File: src/sar_seq_cfg.svh
// Constants for the converter sequencer: register offsets, field positions,
// reset values and conversion lengths in converter clock periods.
// Assumes an 8-bit register port and a 40 MHz system clock.
//
// Operation
// - 10-bit result, right aligned unless left select
// - Low byte read blocks result updates
// - Blocked completion leaves result bytes untouched
// - High byte read re-enables result updates
// - Done flag still set when result discarded
// - Power gate clear plus start write converts
// - Start bit high until conversion completes
// - Channel change waits for current conversion end
// - Auto trigger enable with selectable source
// - Trigger rising edge resets prescaler, starts
// - Trigger level held high starts nothing
// - Trigger edges during conversion are ignored
// - Source flags set regardless of interrupt masks
// - Own done flag as trigger free-runs
// - Manual start works; start reads busy
// - Selections take effect only when enabled
// - Five-bit channel field: pins, ground, bandgap
// - Gain bypassed single-ended; differential 1x/10x/200x
// - 13 converter clocks, first one 25
// - Completion writes result, sets flag, clears start
// - Prescaler runs when enabled, reset otherwise
`ifndef SAR_SEQ_CFG_SVH
`define SAR_SEQ_CFG_SVH

// Register offsets
`define OFS_RESULT_LOW 3'h0
`define OFS_RESULT_HIGH 3'h1
`define OFS_CTRL_A 3'h2
`define OFS_CTRL_B 3'h3
`define OFS_CHAN_MUX 3'h4
`define OFS_POWER_RED 3'h5

// control_status_a fields
`define CSA_ENABLE 7
`define CSA_START 6
`define CSA_AUTO 5
`define CSA_DONE 4
`define CSA_IRQ_EN 3
// channel_mux_register fields
`define MUX_LEFT 5
`define MUX_REF_LSB 6
// power_reduction_reg field
`define PRR_GATE 0

// Reset values
`define RST_PSC_SEL 3'h0
`define RST_TRIG_SEL 3'h0
`define RST_CHAN 5'h00
`define RST_GATE 1'b0

// Trigger source code that selects the converter's own done flag
`define TRIG_FREE 3'h0

// Channel codes
`define CH_DIFF1_LO 5'h08
`define CH_DIFF10_LO 5'h10
`define CH_DIFF200_LO 5'h18
`define CH_SINGLE_LO 5'h1E

// Conversion lengths in converter clock periods
`define CONV_NORMAL 5'd13
`define CONV_FIRST 5'd25

`endif

File: src/sar_seq_pkg.sv
// Types for the converter sequencer: phase enum, gain code, state record.
// Constants live in sar_seq_cfg.svh.
package sar_seq_pkg;

	typedef enum logic [1:0] {
		PH_IDLE = 2'b00,
		PH_ARM = 2'b01,
		PH_CONV = 2'b10
	} phase_t;

	typedef enum logic [1:0] {
		GAIN_BYPASS = 2'b00,
		GAIN_X1 = 2'b01,
		GAIN_X10 = 2'b10,
		GAIN_X200 = 2'b11
	} gain_t;

	typedef struct packed {
		phase_t phase;
		logic [7:0] psc;
		logic [4:0] ticks;
		logic first;
		logic enable;
		logic auto_en;
		logic done;
		logic irq_en;
		logic [2:0] psc_sel;
		logic [2:0] trig_sel;
		logic [1:0] ref_sel;
		logic left;
		logic [4:0] chan;
		logic gate;
		logic [4:0] act_chan;
		logic [1:0] act_ref;
		gain_t act_gain;
		logic active;
		logic [9:0] result;
		logic blocked;
		logic trig_prev;
		logic [7:0] rdata;
		logic irq;
	} state_t;

endpackage
File: src/sar_converter_sequencer.sv
// Sequencer around a 10-bit successive approximation converter core.
// Assumes the core presents its result on core_result when the last
// converter clock period of a conversion ends, and that trigger flags are
// synchronous to mclk.
`timescale 1ns/1ps
`include "sar_seq_cfg.svh"

module sar_converter_sequencer (
	// Clock and reset
	input wire logic mclk,
	input wire logic rst,
	// Register port
	input wire logic [2:0] reg_addr,
	input wire logic [7:0] reg_wdata,
	input wire logic reg_wr,
	input wire logic reg_rd,
	output logic [7:0] reg_rdata,
	// Trigger source flags, index picked by trigger_source_select
	input wire logic [7:0] trig_flags,
	// Converter core
	input wire logic [9:0] core_result,
	output logic [4:0] conv_channel,
	output logic [1:0] conv_reference,
	output logic [1:0] conv_gain,
	output logic conv_active,
	output logic conv_first,
	// Interrupt request
	output logic conv_irq
);

	sar_seq_pkg::state_t s_reg;
	sar_seq_pkg::state_t s_next;

	logic [7:0] div_m1;
	logic tick;
	logic trig_now;
	logic trig_edge;
	logic auto_fire;
	logic wr_csa;
	logic start_wr;
	logic conv_end;
	logic free_run;
	logic [4:0] conv_len;
	logic [7:0] low_view;
	logic [7:0] high_view;

	// Gain code from channel code
	function automatic sar_seq_pkg::gain_t gain_of(input logic [4:0] ch);
		sar_seq_pkg::gain_t g;
		g = sar_seq_pkg::GAIN_BYPASS;
		if (ch >= `CH_SINGLE_LO || ch < `CH_DIFF1_LO) begin
			g = sar_seq_pkg::GAIN_BYPASS;
		end else if (ch >= `CH_DIFF200_LO) begin
			g = sar_seq_pkg::GAIN_X200;
		end else if (ch >= `CH_DIFF10_LO) begin
			g = sar_seq_pkg::GAIN_X10;
		end else begin
			g = sar_seq_pkg::GAIN_X1;
		end
		return g;
	endfunction

	// Derived strobes
	always_comb begin
		// Divider of 2 << psc_sel, minus one
		div_m1 = 8'hFF >> (3'h7 - s_reg.psc_sel);
		tick = (s_reg.psc == div_m1);
		// source flags arrive set even when masked
		trig_now = trig_flags[s_reg.trig_sel];
		trig_edge = trig_now & ~s_reg.trig_prev;
		free_run = s_reg.auto_en && (s_reg.trig_sel == `TRIG_FREE);
		// auto start only while idle and enabled
		auto_fire = s_reg.enable && s_reg.auto_en && !free_run && trig_edge
			&& (s_reg.phase == sar_seq_pkg::PH_IDLE);
		wr_csa = reg_wr && (reg_addr == `OFS_CTRL_A);
		// start needs the power gate open
		start_wr = wr_csa && reg_wdata[`CSA_START] && reg_wdata[`CSA_ENABLE]
			&& !s_reg.gate && (s_reg.phase == sar_seq_pkg::PH_IDLE);
		// first conversion is the long one
		conv_len = s_reg.first ? `CONV_FIRST : `CONV_NORMAL;
		conv_end = (s_reg.phase == sar_seq_pkg::PH_CONV) && tick
			&& (s_reg.ticks == conv_len - 5'd1);
		// alignment of the two result bytes
		if (s_reg.left) begin
			high_view = s_reg.result[9:2];
			low_view = {s_reg.result[1:0], 6'h00};
		end else begin
			high_view = {6'h00, s_reg.result[9:8]};
			low_view = s_reg.result[7:0];
		end
	end

	// Next state
	always_comb begin
		s_next = s_reg;
		s_next.trig_prev = trig_now;
		s_next.rdata = 8'h00;

		// Register writes
		if (reg_wr) begin
			unique case (reg_addr)
				`OFS_CTRL_A: begin
					s_next.enable = reg_wdata[`CSA_ENABLE];
					s_next.auto_en = reg_wdata[`CSA_AUTO];
					s_next.irq_en = reg_wdata[`CSA_IRQ_EN];
					s_next.psc_sel = reg_wdata[2:0];
					if (reg_wdata[`CSA_DONE]) begin
						s_next.done = 1'b0;
					end
				end
				`OFS_CTRL_B: begin
					s_next.trig_sel = reg_wdata[2:0];
				end
				`OFS_CHAN_MUX: begin
					s_next.ref_sel = reg_wdata[`MUX_REF_LSB +: 2];
					s_next.left = reg_wdata[`MUX_LEFT];
					s_next.chan = reg_wdata[4:0];
				end
				`OFS_POWER_RED: begin
					s_next.gate = reg_wdata[`PRR_GATE];
				end
				default: begin
				end
			endcase
		end

		// Register reads, data stand one cycle later
		if (reg_rd) begin
			unique case (reg_addr)
				`OFS_RESULT_LOW: begin
					s_next.rdata = low_view;
					// low byte read locks the pair
					s_next.blocked = 1'b1;
				end
				`OFS_RESULT_HIGH: begin
					s_next.rdata = high_view;
					// high byte read releases the pair
					s_next.blocked = 1'b0;
				end
				`OFS_CTRL_A: begin
					s_next.rdata = {s_reg.enable, s_reg.phase != sar_seq_pkg::PH_IDLE,
						s_reg.auto_en, s_reg.done, s_reg.irq_en, s_reg.psc_sel};
				end
				`OFS_CTRL_B: begin
					s_next.rdata = {5'h00, s_reg.trig_sel};
				end
				`OFS_CHAN_MUX: begin
					s_next.rdata = {s_reg.ref_sel, s_reg.left, s_reg.chan};
				end
				`OFS_POWER_RED: begin
					s_next.rdata = {7'h00, s_reg.gate};
				end
				default: begin
					s_next.rdata = 8'h00;
				end
			endcase
		end

		if (!s_reg.enable) begin
			s_next.psc = 8'h00;
		end else if (auto_fire) begin
			s_next.psc = 8'h00;
		end else if (tick) begin
			s_next.psc = 8'h00;
		end else begin
			s_next.psc = s_reg.psc + 8'h01;
		end

		// Each enable starts with a long conversion
		if (s_next.enable && !s_reg.enable) begin
			s_next.first = 1'b1;
		end

		// Conversion sequence
		unique case (s_reg.phase)
			sar_seq_pkg::PH_IDLE: begin
				if (start_wr || auto_fire) begin
					s_next.phase = sar_seq_pkg::PH_ARM;
				end
			end
			sar_seq_pkg::PH_ARM: begin
				// Conversion begins on the next converter clock
				if (tick) begin
					s_next.phase = sar_seq_pkg::PH_CONV;
					s_next.ticks = 5'd0;
				end
			end
			sar_seq_pkg::PH_CONV: begin
				if (tick) begin
					s_next.ticks = s_reg.ticks + 5'd1;
				end
				if (conv_end) begin
					if (!s_reg.blocked) begin
						s_next.result = core_result;
					end
					s_next.first = 1'b0;
					if (free_run) begin
						s_next.phase = sar_seq_pkg::PH_CONV;
						s_next.ticks = 5'd0;
					end else begin
						s_next.phase = sar_seq_pkg::PH_IDLE;
					end
				end
			end
			default: begin
				s_next.phase = sar_seq_pkg::PH_IDLE;
			end
		endcase

		// flag set wins over the clear
		if (conv_end) begin
			s_next.done = 1'b1;
		end

		// Disabling aborts any conversion in flight
		if (!s_next.enable) begin
			s_next.phase = sar_seq_pkg::PH_IDLE;
		end

		if (s_next.enable && (s_reg.phase != sar_seq_pkg::PH_CONV || conv_end)) begin
			s_next.act_chan = s_next.chan;
			s_next.act_ref = s_next.ref_sel;
			s_next.act_gain = gain_of(s_next.chan);
		end

		s_next.active = (s_next.phase == sar_seq_pkg::PH_CONV);
		s_next.irq = s_next.done && s_next.irq_en;
	end

	// State register; whole record resets to constants
	always_ff @(posedge mclk or posedge rst) begin
		if (rst) begin
			s_reg <= '0;
			s_reg.psc_sel <= `RST_PSC_SEL;
			s_reg.trig_sel <= `RST_TRIG_SEL;
			s_reg.chan <= `RST_CHAN;
			s_reg.gate <= `RST_GATE;
		end else begin
			s_reg <= s_next;
		end
	end

	// Outputs straight from the record
	assign reg_rdata = s_reg.rdata;
	assign conv_channel = s_reg.act_chan;
	assign conv_reference = s_reg.act_ref;
	assign conv_gain = s_reg.act_gain;
	assign conv_active = s_reg.active;
	assign conv_first = s_reg.first;
	assign conv_irq = s_reg.irq;

	// Checks
	logic seq_high_read_now;
	assign seq_high_read_now = reg_rd && (reg_addr == `OFS_RESULT_HIGH);
endmodule

File: config.mk
export PLATFORM = sky130hd
export DESIGN_NAME = sar_converter_sequencer
export DESIGN_NICKNAME = d
export VERILOG_FILES = /design/src/sar_seq_pkg.sv /design/src/sar_converter_sequencer.sv
export VERILOG_INCLUDE_DIRS = /design/src
export SDC_FILE = /design/constraint.sdc
export NUM_CORES = 1
export LEC_CHECK = 0
export ABC_CLOCK_PERIOD_IN_PS = 3600
export BUFFER_PORTS_ARGS = -buffer_cell sky130_fd_sc_hd__clkbuf_2
export CORE_MARGIN = 5
export CORE_UTILIZATION = 30
export CTS_BUF_LIST = sky130_fd_sc_hd__clkbuf_8
export CTS_CLUSTER_DIAMETER = 100
export DETAILED_ROUTE_END_ITERATION = 10
export PLACE_DENSITY = 0.51
export SYNTH_ARGS = -nofsm -noshare
export SYNTH_HDL_FRONTEND = slang
export SYNTH_SLANG_ARGS = --single-unit
File: constraint.sdc
create_clock -name mclk -period 3.6 [get_ports mclk]
set_input_delay 0.36 -clock mclk [delete_from_list [all_inputs] [get_ports mclk]]
set_output_delay 0.36 -clock mclk [all_outputs]
set_load 0.02 [all_outputs]
### Yosys cells after proc, flatten, opt, wreduce, memory -nomap -nowiden

Cells that the tools add are included.

| word-level totals | value |
|---|---|
| register bits after elaboration | 66 |
| bits in latches | 0 |
| RAM bits | 0 |
| ROM bits | 0 |
| bits of input ports | 33 |
| output and inout bits | 20 |
| word-level logic and storage cells | 116 |
| memories kept | 0 |

| operators by class | value |
|---|---|
| add/subtract/negate cells | 4 |
| multiply operators | 0 |
| divide/modulo/power cells | 0 |
| magnitude comparators | 5 |
| equality and inequality tests | 12 |
| shift-type cells | 1 |
| mux-type cells | 34 |
| bitwise operators | 3 |
| reductions and logical operators | 34 |

Operator list:

| kind | count |
|---|---|
| $mux 8 | 7 |
| $pmux 8 s6 | 1 |
| $mux 5 | 4 |
| $mux 19 | 1 |
| $mux 2 | 8 |
| $ge 5x5->1 const B | 3 |
| $logic_and 1x1->1 | 15 |
| $reduce_and 2->1 | 6 |
| $pmux 5 s2 | 1 |
| $add 8x1->8 const B | 1 |
| $eq 8x8->1 | 1 |
| $shr 8x3->8 const A | 1 |
| $mux 7 | 1 |
| $eq 3x2->1 const B | 2 |
| $eq 3x3->1 const B | 2 |
| $logic_not 3->1 | 2 |
| $mux 1 | 6 |
| $mux 6 | 1 |
| $pmux 2 s3 | 1 |
| $reduce_bool 2->1 | 3 |
| $add 5x1->5 const B | 1 |
| $eq 5x5->1 | 1 |
| $lt 5x4->1 const B | 1 |
| $sub 5x1->5 const B | 1 |
| 15 further kinds | 22 |

### Depth between registers and ports, before layout

Gate-level depths: netlist of run 1.

| logic depth | value |
|---|---|
| word-level depth | 11 |
| depth in mapped cells | 7 |
| gate-level depth less buffers | 7 |

### Worst setup path after synthesis of run 1

Ideal clock, no wire load.

| timing | value |
|---|---|
| kind | register to register |
| start point | reg s_reg[44] (netlist bit) |
| end point | reg s_reg[11] (netlist bit) |
| setup time | 0.125 ns |
| arrival | 1.975 ns |
| required time | 3.475 ns |
| slack | 1.500 ns |
| cell stages (with the launch flop) | 7 |
| path buffers | 1 |
| clock period less this slack | 2.100 ns |
| cell sequence | dfrtp_1 buf_2 nor4b_1 nand2_1 a41o_1 nor4_4 mux2_2 |

| between the ends | value |
|---|---|
| word-level cells in the longest chain between the ends | 6 |

RTL lines:

| element | line | RTL |
|---|---|---|
| from (decl) | sar_converter_sequencer.sv:31 | `sar_seq_pkg::state_t s_reg;` |
| from (signal assigned) | sar_converter_sequencer.sv:239 | `s_reg <= s_next;` |
| $sub 3x3->3 | sar_converter_sequencer.sv:66 | `div_m1 = 8'hFF >> (3'h7 - s_reg.psc_sel);` |
| $shr 8x3->8 | sar_converter_sequencer.sv:66 |  |
| $eq 8x8->1 | sar_converter_sequencer.sv:67 | `tick = (s_reg.psc == div_m1);` |
| $logic_and 1x1->1 | sar_converter_sequencer.sv:81 | `conv_end = (s_reg.phase == sar_seq_pkg::PH_CONV) && tick` |
| $logic_and 1x1->1 | sar_converter_sequencer.sv:82 | `&& (s_reg.ticks == conv_len - 5'd1);` |
| $reduce_and 3->1 (no line) | -- |  |

No other way between the ends.
A chain may end at the register's enable or synchronous reset.

==> reports/results.txt, run 1 <==
The logs give 12200 sq um for the area of the core and 0 for the setup violation total in the final timing report. The via count of the first global-routing pass is 2899, and the area added between synthesis and finish is 12.0%. The final layout contains 432 nets.

IR analysis of the VDD net gives a maximum drop of 0.296 mV. Sequential cells were found to cover 44.0% of the synthesized design area. The later-pin clock latency in the skew report is 0.35 ns, and the height of the die is 122 microns.

The tools report the hold path startpoint as core_result[5]. The run gives 25.6% as the fraction of power consumed by combinational cells. Counting every instance in the synthesized netlist gives 368. After filler insertion, the fill cell instance count of the layout stands at 1257. 53 I/O pins were placed. For the worst slew slack as a fraction of its limit, the log shows 14.4%. In the routed layout, each cell is associated on average with a via count of 5.17. In the final layout, the multi-input gates occupy 1840 sq um. In the synthesized netlist the dominant register cell turns out to be dfrtp_1. Maximum operating frequency: 365 MHz. The clock passes through at most 2 buffers.

The most area-hungry cell type in the Yosys netlist is dfrtp_1. In this run, the number of DRC markers left after iteration 0 of detailed routing was 171. The final max-slew violation count is 0. The final instance area is 4210 sq um, and the total internal power is 1.35 mW. The logs give 2.07 mW for the overall power consumption and 60 for the distinct cell type count of the synthesized netlist. Buffers added to address setup during post-CTS repair amount to 0. The critical path starts at s_reg[44]. The tools report the total of cells resized after clock tree synthesis as 0. The number of core rows came out at 40. The number of synthesized register bits was 66. In this run the number of H-tree levels came out at 3.

Kind of launch point of the worst setup path: a flip-flop. The count of nets left with antenna violations once routing finished came out at 0. The run gives 0.779 ns as the minimum setup slack after placement. The flow ran to the end, and the final reports show no timing, DRC or antenna violations.

The critical path in this run is classified as flip-flop to flip-flop. Among all stages on the critical path, the largest delay is contributed by nor3_2. The Yosys step of the flow raised 0 warnings. In this run, synthesis inferred 0 flip-flops with an integrated enable. The logs give 0 for the final hold violation count and 0 for the total overflow reported by the global router. The most common cell after layout, fill and taps aside was dfrtp_1.

For this design the static power due to leakage is 1.79 nW. In this run the worst path has a maximum fanout of 18. The worst hold path belongs to the class primary input to flip-flop. By area the synthesized netlist is led by dfrtp_1 44%, mux2_2 9.0%, buf_4 3.4%, nor2_1 2.8%, nor4_1 2.2%. In this design, the largest share of critical-path delay is due to simple AND/OR/NAND/NOR gates. Summed over all nets, the switching power comes to 0.726 mW. The critical path goes through nand2b_1 -> a21oi_1 -> nor3_2 -> or3_1 -> a21boi_0. A synthesized cell averages 10.2 sq um. The maximum number of pins on one net before global-route repair came out at 50. The first-pass GRT wire length came out at 15600 microns. The horizontal extent of the die is 122 microns, and the fraction of layout cells with a size suffix above 1 is 27.3%. The tools report the overall routed net length as 9530 microns.

The worst setup path is captured at a flip-flop. CTS saw 66 sinks. The effective utilization at floorplan is 30.9%, and the total via count after detailed routing is 2935.

In this run, post-CTS hold repair placed 0 buffers. Registers take 1650 sq um. The run gives 0 as the number of max-capacitance violations reported. The register with the most flip-flops in the layout has 46 of them.

In the synthesized netlist the async set-or-reset flop fraction comes to 100%. The top cell type by area accounts for 44.0% of the synthesized area. For the number of buffers created by CTS, the log shows 9. The startpoint identified for the worst register-to-register timing path is s_reg[44]. Worst path buffer plus inverter count: 0. The initial antenna violation count was 0; the power density over cell area was 493 nW/um^2.

The tools report the setup skew after layout as 0.00750 ns. For this run, design rule violations remaining after detail routing come to 0. The clock period could shrink to 2.74 ns. In the finished design, the share of the clock period the worst path needs comes to 76.1%. The logs give 404 for the post-synth net total and 3.80 ns for the required time of the worst setup path. Sequential cells burn 47.5% of the power. The mapped netlist covers 3760 sq um. In the post-route analysis, the smallest setup slack over all paths is 0.861 ns.

The largest stage delay on the critical path was 1.00 ns; the number of diodes added for antenna fixing was 0. Global routing used 13.4% of the available tracks across all layers. Data arrives at the worst endpoint at 2.94 ns. In this run switching power makes up 35.0% of total power. The clock slew seen by the registers of the worst setup and hold paths was 0.07 ns; the clock power share was 26.8%.

The placed cell area came out at 4040 sq um. TritonCTS built the clock tree. For the HPWL reported at the end of detailed placement, the log shows 7090 microns.

Transition time of the tightest slew-check pin: 1.28 ns. The run gives 0 ns as the accumulated negative setup slack. Setup repair after global routing left no endpoint under its margin. The average detailed-routed wire length per instance works out to 16.8 microns. The cell sitting at the root of the clock tree is a clkbuf_8. The total die area was 14900 sq um; the routability congestion estimate from global placement was 0.816. The first detailed-routing pass ran for 5 iterations.

Once layout is complete, the utilization of the core stands at 34.6%. The top cell types in the final layout, fill and taps aside, are 66 x dfrtp_1, 52 x clkbuf_2, 30 x mux2_2. Buffers placed on the I/O ports in this run total 52.
==> stage by stage <==
| step | hold slack (ns) | std cells |
|---|---|---|
| floorplan | 0.437 | 368 |
| global placement | 0.460 | 553 |
| detailed placement | 0.462 | 553 |
| CTS | 0.223 | 568 |
| global route | 0.228 | 568 |
| finish | 0.238 | 568 |
==> path summary, 6_finish.rpt <==
| check | to | slack, ns | cells after the start |
|---|---|---|---|
| max in group asynchronous | reg_rdata[2] | 2.52 | 3 |
| hold / removal | s_reg[16] | 0.24 | 2 |
| min in group asynchronous | conv_channel[4] | 0.25 | 2 |
| setup / recovery | conv_irq | 0.86 | 5 |
| hold reg to reg | s_reg[56] | 0.47 | 1 |
| setup reg to reg | conv_irq | 0.86 | 5 |
==> cell usage after synthesis, drive strengths merged (3+ instances only) <==
master  number
nand2b       9
nand4        5
o221ai       4
and2         4
nor4        14
a22o         3
a21oi        6
o21ai        6
dfrtp       66
nor2b        7
and3         4
a31oi        5
a211oi       8
o21a         3
nor3         7
a22oi        7
ha           3
nand2       20
nand3       13
o211ai       5
a222oi       3
mux2        30
mux2i        8
clkbuf      14
buf         24
nor2        28
o22ai        9
xnor2        5
nor4b        4
inv         13
==> worst register-to-register path, delay by kind of cell, from the launching register on <==
kind / cells / cell delay [ns]
AND/OR/NAND/NOR: 3 / 1.71
flip-flops: 1 / 0.61
AO/OA/AOI/OAI: 2 / 0.26
==> area by class of cell <==
cell class / count / share of cell area (%)
multi-input cells: 251 / 43.8
flip-flops and latches: 66 / 39.3
repair buffers: 55 / 6.72
well taps: 168 / 5.00
clock buffers: 11 / 3.60
inverters: 13 / 1.16
clock inverters: 4 / 0.446
==> layer usage <==
metal / wire length, microns / global-route usage [%] / up-vias
met3: 480 / 3.57 / 9
li1: - / - / 1417
met1: 4690 / 18.7 / 1443
met4: 123 / 3.99 / 0
met2: 4230 / 20.5 / 66
met5: 0 / 0 / -
==> cells by family (layout without fill, tap and decap cells) <==
kind of cell / Yosys count / after routing / share of synthesized area (%)
adder cells (fa/ha/maj): 3 / 3 / 0.999
flip-flops: 66 / 66 / 44.0
XOR/XNOR: 6 / 6 / 1.40
AO/OA/AOI/OAI: 77 / 77 / 15.9
AND/OR/NAND/NOR: 125 / 125 / 18.5
multiplexers: 40 / 40 / 12.3
buffers and inverters: 51 / 83 / 7.00
==> power groups by stage <==
stage          Sequential [mW]  Combinational, mW  Clock, mW
4_1_cts                  0.987              0.540      0.583
6_report                 0.986              0.532      0.556
2_1_floorplan            0.939              0.471          0
5_1_grt                   1.01              0.590      0.611
3_5_place_dp             0.999              0.537          0
3_3_place_gp              1.00              0.528          0
Note: power is estimated with default switching activity, not from simulation.
==> run 2, diff against run 1 <==
--- a/config.mk
+++ b/config.mk
@@ -6,14 +6,14 @@
 export SDC_FILE = /design/constraint.sdc
 export NUM_CORES = 1
 export LEC_CHECK = 0
-export ABC_CLOCK_PERIOD_IN_PS = 3600
+export ABC_CLOCK_PERIOD_IN_PS = 2260
 export BUFFER_PORTS_ARGS = -buffer_cell sky130_fd_sc_hd__clkbuf_2
 export CORE_MARGIN = 5
 export CORE_UTILIZATION = 30
 export CTS_BUF_LIST = sky130_fd_sc_hd__clkbuf_8
 export CTS_CLUSTER_DIAMETER = 100
 export DETAILED_ROUTE_END_ITERATION = 10
-export PLACE_DENSITY = 0.51
+export PLACE_DENSITY = 0.53
 export SYNTH_ARGS = -nofsm -noshare
 export SYNTH_HDL_FRONTEND = slang
 export SYNTH_SLANG_ARGS = --single-unit
==> constraint.sdc (replaced) <==
create_clock -name mclk -period 2.26 [get_ports mclk]
set_input_delay 0.226 -clock mclk [delete_from_list [all_inputs] [get_ports mclk]]
set_output_delay 0.226 -clock mclk [all_outputs]
set_load 0.02 [all_outputs]
==> reports/results.txt, run 2 (synthesized netlist as in run 1, its figures left out) <==
For the total overflow reported by the global router, the log shows 0 (unchanged). The logs give 2.33 ns (-0.61 ns) for the data arrival time of the critical path and 150 (-12%) for the number of DRC violations after detailed-routing iteration 0. The logs give 3 (unchanged) for the level count of the clock H-tree and 0.00917 ns (+0.00167 ns) for the setup skew after layout. Maximum number of pins on one net before global-route repair: 29 (-42%). The minimum setup slack after placement came out at 0.0660 ns (-0.713 ns). The overall power consumption is 3.52 mW (+69%), and the total die area is 14900 sq um (unchanged).

The run gives 48.2% (+34 points) as the worst slew slack as a fraction of its limit. The path class of the tightest hold or removal check is primary input to flip-flop. The tools report the required time of the worst setup path as 2.46 ns (-1.34 ns). The logs give 454 (+5.1%) for the final-stage net count and 0 (unchanged) for the number of nets still failing antenna checks after routing.

The final critical path time including I/O delays and setup was 2.13 ns (-0.610 ns); the sequential power share was 44.5% (-3.0 points). The effective utilization at floorplan was 30.9% (unchanged). The master cell of the clock root buffer is clkbuf_8.

The tools report the later-pin clock latency in the skew report as 0.35 ns (about the same). Setup repair after global routing left no endpoint under its margin. The largest driver fanout on the critical path is 12 (-6). The net switching component of the power is 1.17 mW (+61%), and the area added between synthesis and finish is 18.2%. The number of buffers created by CTS was 9 (unchanged); the final instance area was 4440 sq um (+5.5%). Vias per cell: 5.06 (-2.2%).

The power density over cell area is 792 nW/um^2 (+61%). The run gives 7300 microns (+2.9%) as the HPWL reported at the end of detailed placement. Net switching fraction of the power: 33.2% (-1.8 points). The clock tree buffer depth came out at 2 (unchanged). The number of max-capacitance violations reported is 0 (unchanged), and the first-pass GRT wire length is 16300 microns (+4.6%).

The port buffer count was 52 (unchanged); the area of the core was 12200 sq um (unchanged). The run gives 2.35 mW (+74%) as the total internal power. The tools report the remaining design rule violation count as 0 (unchanged). For the via count of the first global-routing pass, the log shows 3051 (+5.2%). Clock slew seen by the registers of the worst setup and hold paths: 0.07 ns (about the same). The run gives 0 (unchanged) as the number of diodes added for antenna fixing. The height of the die is 122 microns (unchanged).

The logs give 0.834 (+2.2%) for the routability congestion estimate from global placement and 0.460 mV (+55%) for the peak ir drop on the vdd network. The number of optimization iterations in the first detailed-route pass was 5 (unchanged); the fraction of layout cells with a size suffix above 1 was 31.8% (+4.5 points). The flow ran to the end, and the final reports show no timing, DRC or antenna violations. The boundary pin count came out at 53 (unchanged). The number of core rows is 40 (unchanged), and the average detailed-routed wire length per instance is 16.3 microns (-2.8%). The overall routed net length is 9620 microns (+0.94%), and the leakage power is 1.91 nW (+7.1%). The share of the clock period used by the worst path after layout was 94.2% (+18 points).

The logs give 0 ns (unchanged) for the accumulated negative setup slack and 0 (unchanged) for the final hold violation count. Clock power share: 29.2% (+2.4 points). Most common cell after layout, fill and taps aside: dfrtp_1. The total via count after detailed routing was 2983 (+1.6%); the maximum operating frequency was 470 MHz (+29%). The final max-slew violation count came out at 0 (unchanged). The kind of launch point of the worst setup path is a flip-flop.

The post-layout instance count excluding filler cells is 590 (+3.9%). The transition time of the tightest slew-check pin is 0.770 ns (-0.507 ns). TritonCTS built the clock tree.

The horizontal extent of the die was 122 microns (unchanged). The tools report the post-route worst hold slack as 0.101 ns (-0.137 ns). The overall routing resource usage came out at 14.0% (+0.53 points).

For the initial antenna violation count, the log shows 0 (unchanged). In the layout the commonest cells are 65 x dfrtp_1, 52 x clkbuf_2, 30 x mux2_2. The run gives 26.3% (+0.7 points) as the fraction of power consumed by combinational cells.

The placed cell area was 4210 sq um (+4.2%). Fraction of the core area covered by cells at the end of the flow: 36.5% (+1.9 points). The worst setup path is captured at a flip-flop. The number of placed instances with taps included was 574 (+3.8%); the least setup slack across all paths after layout was 0.131 ns (-0.730 ns). The CTS sink count was 66 (unchanged). Flip-flop count of the largest register, all copies and words added: 46 (unchanged).

The worst setup path is of the flip-flop to flip-flop kind. The setup violation total in the final timing report was 0 (unchanged).
run 2: critical path: stages (launching register included):
cell	delay, ns
dfrtp_1	0.61
nand2_1	0.14
nor3_1	0.26
nor3_2	0.16
o31ai_1	0.70
nor2_1	0.11
run 2: repair_timing:
action                     CTS  global route
buffers inserted             0             0
hold buffers                 1             0
setup endpoints to repair    0            30
hold endpoints to repair    26             0
gates resized for setup      0             4
run 2: power groups by stage:
stage          sequential, mW  clock [mW]  combinational (mW)
5_1_grt                  1.60        1.12                1.02
3_5_place_dp             1.59           0               0.922
4_1_cts                  1.56        1.07               0.928
3_3_place_gp             1.58           0               0.913
6_report                 1.57        1.03               0.923
2_1_floorplan            1.50           0               0.750
run 2: layout make-up:
| cell class | instances | area, sq um |
|---|---|---|
| clock buffer | 12 | 165 |
| timing repair buffer | 77 | 463 |
| tap | 168 | 210 |
| sequential | 66 | 1650 |
| multi-input combinational | 251 | 1860 |
| clock inverter | 3 | 38.8 |
| inverter | 13 | 48.8 |
| fill | 1263 | 7720 |
run 2: metal layers:
metal / track usage, % / vias up / wire length (microns)
met1: 20.6 / 1447 / 4910
met4: 4.41 / 0 / 90
met2: 19.8 / 66 / 4160
li1: - / 1465 / -
met3: 3.67 / 5 / 460
met5: 0 / - / 0
run 2: path summary, 6_finish.rpt:
path	cells past startpoint	from	slack [ns]	endpoint
max	5	s_reg[44]	0.13	s_reg[63]
min	2	core_result[9]	0.10	s_reg[20]
max reg2reg	5	s_reg[44]	0.13	s_reg[63]
min reg2reg	1	s_reg[56]	0.47	s_reg[56]
max in group asynchronous	4	rst	1.08	s_reg[45]
min in group asynchronous	3	rst	0.46	conv_channel[3]
==> run 3, diff against run 2 <==
--- a/config.mk
+++ b/config.mk
@@ -6,6 +6,7 @@
 export SDC_FILE = /design/constraint.sdc
 export NUM_CORES = 1
 export LEC_CHECK = 0
+export ABC_AREA = 1
 export ABC_CLOCK_PERIOD_IN_PS = 2260
 export BUFFER_PORTS_ARGS = -buffer_cell sky130_fd_sc_hd__clkbuf_2
 export CORE_MARGIN = 5
==> reports/results.txt, run 3 <==
The flow ran to the end, and the final reports show no timing, DRC or antenna violations. The fraction of layout cells with a size suffix above 1 works out to 21.7% (-10 points). The most common cell in the synthesized netlist is nand2_1. The total die area is 14400 sq um (-2.8%). The number of max-capacitance violations reported came out at 0 (unchanged). The number of core rows is 40 (unchanged).

HPWL reported at the end of detailed placement: 6690 microns (-8.3%). For the maximum number of pins on one net before global-route repair, the log shows 67 (+130%). The post-synth net total was 494 (+22%).

The tools report the kind of launch point of the worst setup path as a flip-flop. The depth of the most critical reg-to-reg path is 9 (+4), and the number of synthesized register bits is 66 (unchanged). The remaining design rule violation count came out at 0 (unchanged). The worst path buffer plus inverter count is 1 (+1), and the setup violation total in the final timing report is 0 (unchanged).

Final-stage net count: 537 (+18%). The total via count after detailed routing is 2988 (+0.17%). Compared with the post-synthesis result, the final layout area differs by 14.7%.

The cell count after synthesis came out at 458 (+24%). The async set-reset flop share out of synthesis was 100% (unchanged); the data arrival time of the critical path was 2.21 ns (-0.12 ns). The average detailed-routed wire length per instance is 13.3 microns (-19%), and the port buffer count is 52 (unchanged). The number of buffers created by CTS is 9 (unchanged). The largest stage delay on the critical path came out at 0.67 ns (-0.03 ns). For the number of DRC violations after detailed-routing iteration 0, the log shows 178 (+19%).

Per-instance average area after synthesis: 7.96 sq um (-22%). The run gives 12.4% (-1.5 points) as the overall routing resource usage. The tools report the endpoint kind of the worst setup timing path as a flip-flop. The height of the die is 120 microns (-1.4%). Walking the worst path, the cells encountered are nand2_2 -> nand3_2 -> nand3_1 -> nor2_4 -> nand3_4 -> inv_1 -> nand2_2 -> nand2_1 -> nand2_1. The run gives 0 (unchanged) as the number of diodes added for antenna fixing.

The final critical path time including I/O delays and setup works out to 1.97 ns (-0.159 ns). The peak ir drop on the vdd network came out at 0.448 mV (-2.5%). The yosys synthesis warning count came out at 0 (unchanged).

The run gives 0 (unchanged) as the total overflow reported by the global router. For the distinct cell type count of the synthesized netlist, the log shows 42 (-30%). The transition time of the tightest slew-check pin came out at 0.520 ns (-0.250 ns).

The leakage power came out at 2.08 nW (+8.7%). The vias per cell came out at 4.58 (-9.5%). The logs give 0 (unchanged) for the initial antenna violation count and 1260 (-0.24%) for the number of filler cells placed in the layout. Total number of cells along the worst setup path: 9 (+4). The sequential share of the synthesized area came out at 45.3% (+1.4 points). For the via count of the first global-routing pass, the log shows 2972 (-2.6%). The tools report the setup skew after layout as 0.0125 ns (+0.00335 ns).

The area of the core was 12000 sq um (-1.6%); the first-pass GRT wire length was 14400 microns (-12%). Number of synthesized flops with an enable pin: 0 (unchanged). The worst hold path cell count is 3 (+1), and the final max-slew violation count is 0 (unchanged).

The run gives 65.4% (+17 points) as the worst slew slack as a fraction of its limit. The largest driver fanout on the critical path works out to 10 (-2). Number of optimization iterations in the first detailed-route pass: 5 (unchanged). Setup repair after global routing left no endpoint under its margin.

The final hold violation count came out at 0 (unchanged). Counting instances in the post-synthesis netlist gives the leading cell types as 133 x nand2_1, 66 x dfrtp_1, 51 x inv_1, 38 x nor2_1, 34 x nand3_1. The CTS sink count is 66 (unchanged). The clock tree buffer depth came out at 2 (unchanged). The number of nets still failing antenna checks after routing is 0 (unchanged). The logs give 0 (unchanged) for the total of cells resized after clock tree synthesis and 0 ns (unchanged) for the accumulated negative setup slack. The effective utilization at floorplan is 30.5% (-0.42 points). Of all cell types, the one taking the most synthesized area is dfrtp_1.

The tools report the post-route worst hold slack as 0.106 ns (+0.00562 ns). By area the synthesized netlist is led by dfrtp_1 45%, nand2_1 14%, inv_1 5.3%, nand3_1 4.7%, nor2_1 3.9%. The library cells used most frequently in the layout, excluding fill and tap cells, are 133 x nand2_1, 66 x dfrtp_1, 52 x clkbuf_2. The run gives 0.35 ns (about the same) as the later-pin clock latency in the skew report. Most common cell after layout, fill and taps aside: nand2_1. The horizontal extent of the die is 120 microns (-1.4%). The run gives 508 MHz (+8.1%) as the maximum operating frequency. The run gives 8670 microns (-9.8%) as the overall routed net length. The most used flip-flop cell after synthesis is dfrtp_1. For this design, the slowest cell found on the critical path is dfrtp_1. TritonCTS built the clock tree. The type of the worst setup path was flip-flop to flip-flop.

The area share of the largest cell type after synthesis is 45.3% (+1.4 points). The number of placed instances with taps included is 636 (+11%). Worst hold path class: primary input to flip-flop. The required time of the worst setup path was 2.50 ns (+0.04 ns); the power density over cell area was 836 nW/um^2 (+5.6%).

The level count of the clock H-tree is 3 (unchanged). The clock slew seen by the registers of the worst setup and hold paths came out at 0.08 ns (about the same). The tools report the master cell of the clock root buffer as clkbuf_8. Post-synth design cell area: 3640 sq um (-3.0%). The share of the clock period used by the worst path after layout came out at 87.2% (-7.0 points). For the post-layout instance count excluding filler cells, the log shows 653 (+11%). The flip-flop count of the largest register, all copies and words added came out at 46 (unchanged). The logs give 53 (unchanged) for the boundary pin count and 0.846 (+1.4%) for the routability congestion estimate from global placement.

The cell family contributing the most delay on the critical path is simple AND/OR/NAND/NOR gates.
## run 3: final timing paths
check                      slack (ns)         startpoint                 to
max reg2reg                      0.29          s_reg[45]          s_reg[13]
min reg2reg                      0.48  conv_reference[0]  conv_reference[0]
min in group asynchronous        0.46                rst          s_reg[52]
max in group asynchronous        1.48                rst          s_reg[51]
max                              0.29          s_reg[45]          s_reg[13]
min                              0.11     core_result[8]          s_reg[19]
## run 3: worst min-delay path, stage by stage
cell and delay (ns):
clkbuf_2 0.08, nand3_1 0.07, nand2_1 0.05
## run 3: report_power, final
| group | leakage [nW] | internal, mW | switching (mW) |
|---|---|---|---|
| Combinational | 1.16 | 0.295 | 0.567 |
| Clock | 0.112 | 0.653 | 0.478 |
| Sequential | 0.805 | 1.35 | 0.148 |
| Total | 2.08 | 2.30 | 1.19 |
## run 3: final cells by class
class / instances / area (sq um) / share of cell area [%]
Clock buffer: 10 / 138 / 3.29
Clock inverter: 6 / 90.1 / 2.16
Inverter: 58 / 220 / 5.27
Multi-Input combinational cell: 310 / 1590 / 38.0
Sequential cell: 66 / 1650 / 39.5
Tap cell: 147 / 184 / 4.40
Timing Repair Buffer: 56 / 305 / 7.31
## run 3: logic make-up (layout without fill, tap and decap cells)
group                    Yosys count  after routing  share of synthesized area (%)
AND/OR/NAND/NOR                  243            243                           30.9
AO/OA/AOI/OAI                     58             58                           10.1
buffers and inverters             82            130                           11.1
XOR/XNOR                           6              6                           1.65
flip-flops                        66             66                           45.3
adder cells (fa/ha/maj)            3              3                           1.03
## run 3: metrics by stage
| stage | util, % | power, mW | cell area [sq um] | setup slack [ns] |
|---|---|---|---|---|
| 5_1_grt | 34.9 | 3.72 | 4180 | 0.102 |
| 3_5_place_dp | 32.9 | 2.40 | 3940 | 0.286 |
| 2_1_floorplan | - | 2.24 | 3640 | 0.379 |
| 6_report | 34.9 | 3.49 | 4180 | 0.290 |
| 4_1_cts | 34.9 | 3.54 | 4180 | 0.269 |
| 3_3_place_gp | 32.9 | 2.38 | 3940 | 0.344 |
## run 3: repair_timing
item,4_1_cts,5_1_grt
buffers inserted,0,0
endpoints found under the hold margin,66,0
hold buffers,1,0
## run 3: per-layer routing
metal / up-vias / routed length (microns) / global-route usage, % / part of all wire, %
met5: - / 0 / 0 / 0
met4: 0 / 133 / 5.37 / 1.5
met3: 7 / 472 / 2.90 / 5.4
met2: 73 / 3810 / 18.8 / 44
met1: 1378 / 4250 / 17.1 / 49
li1: 1530 / - / - / -
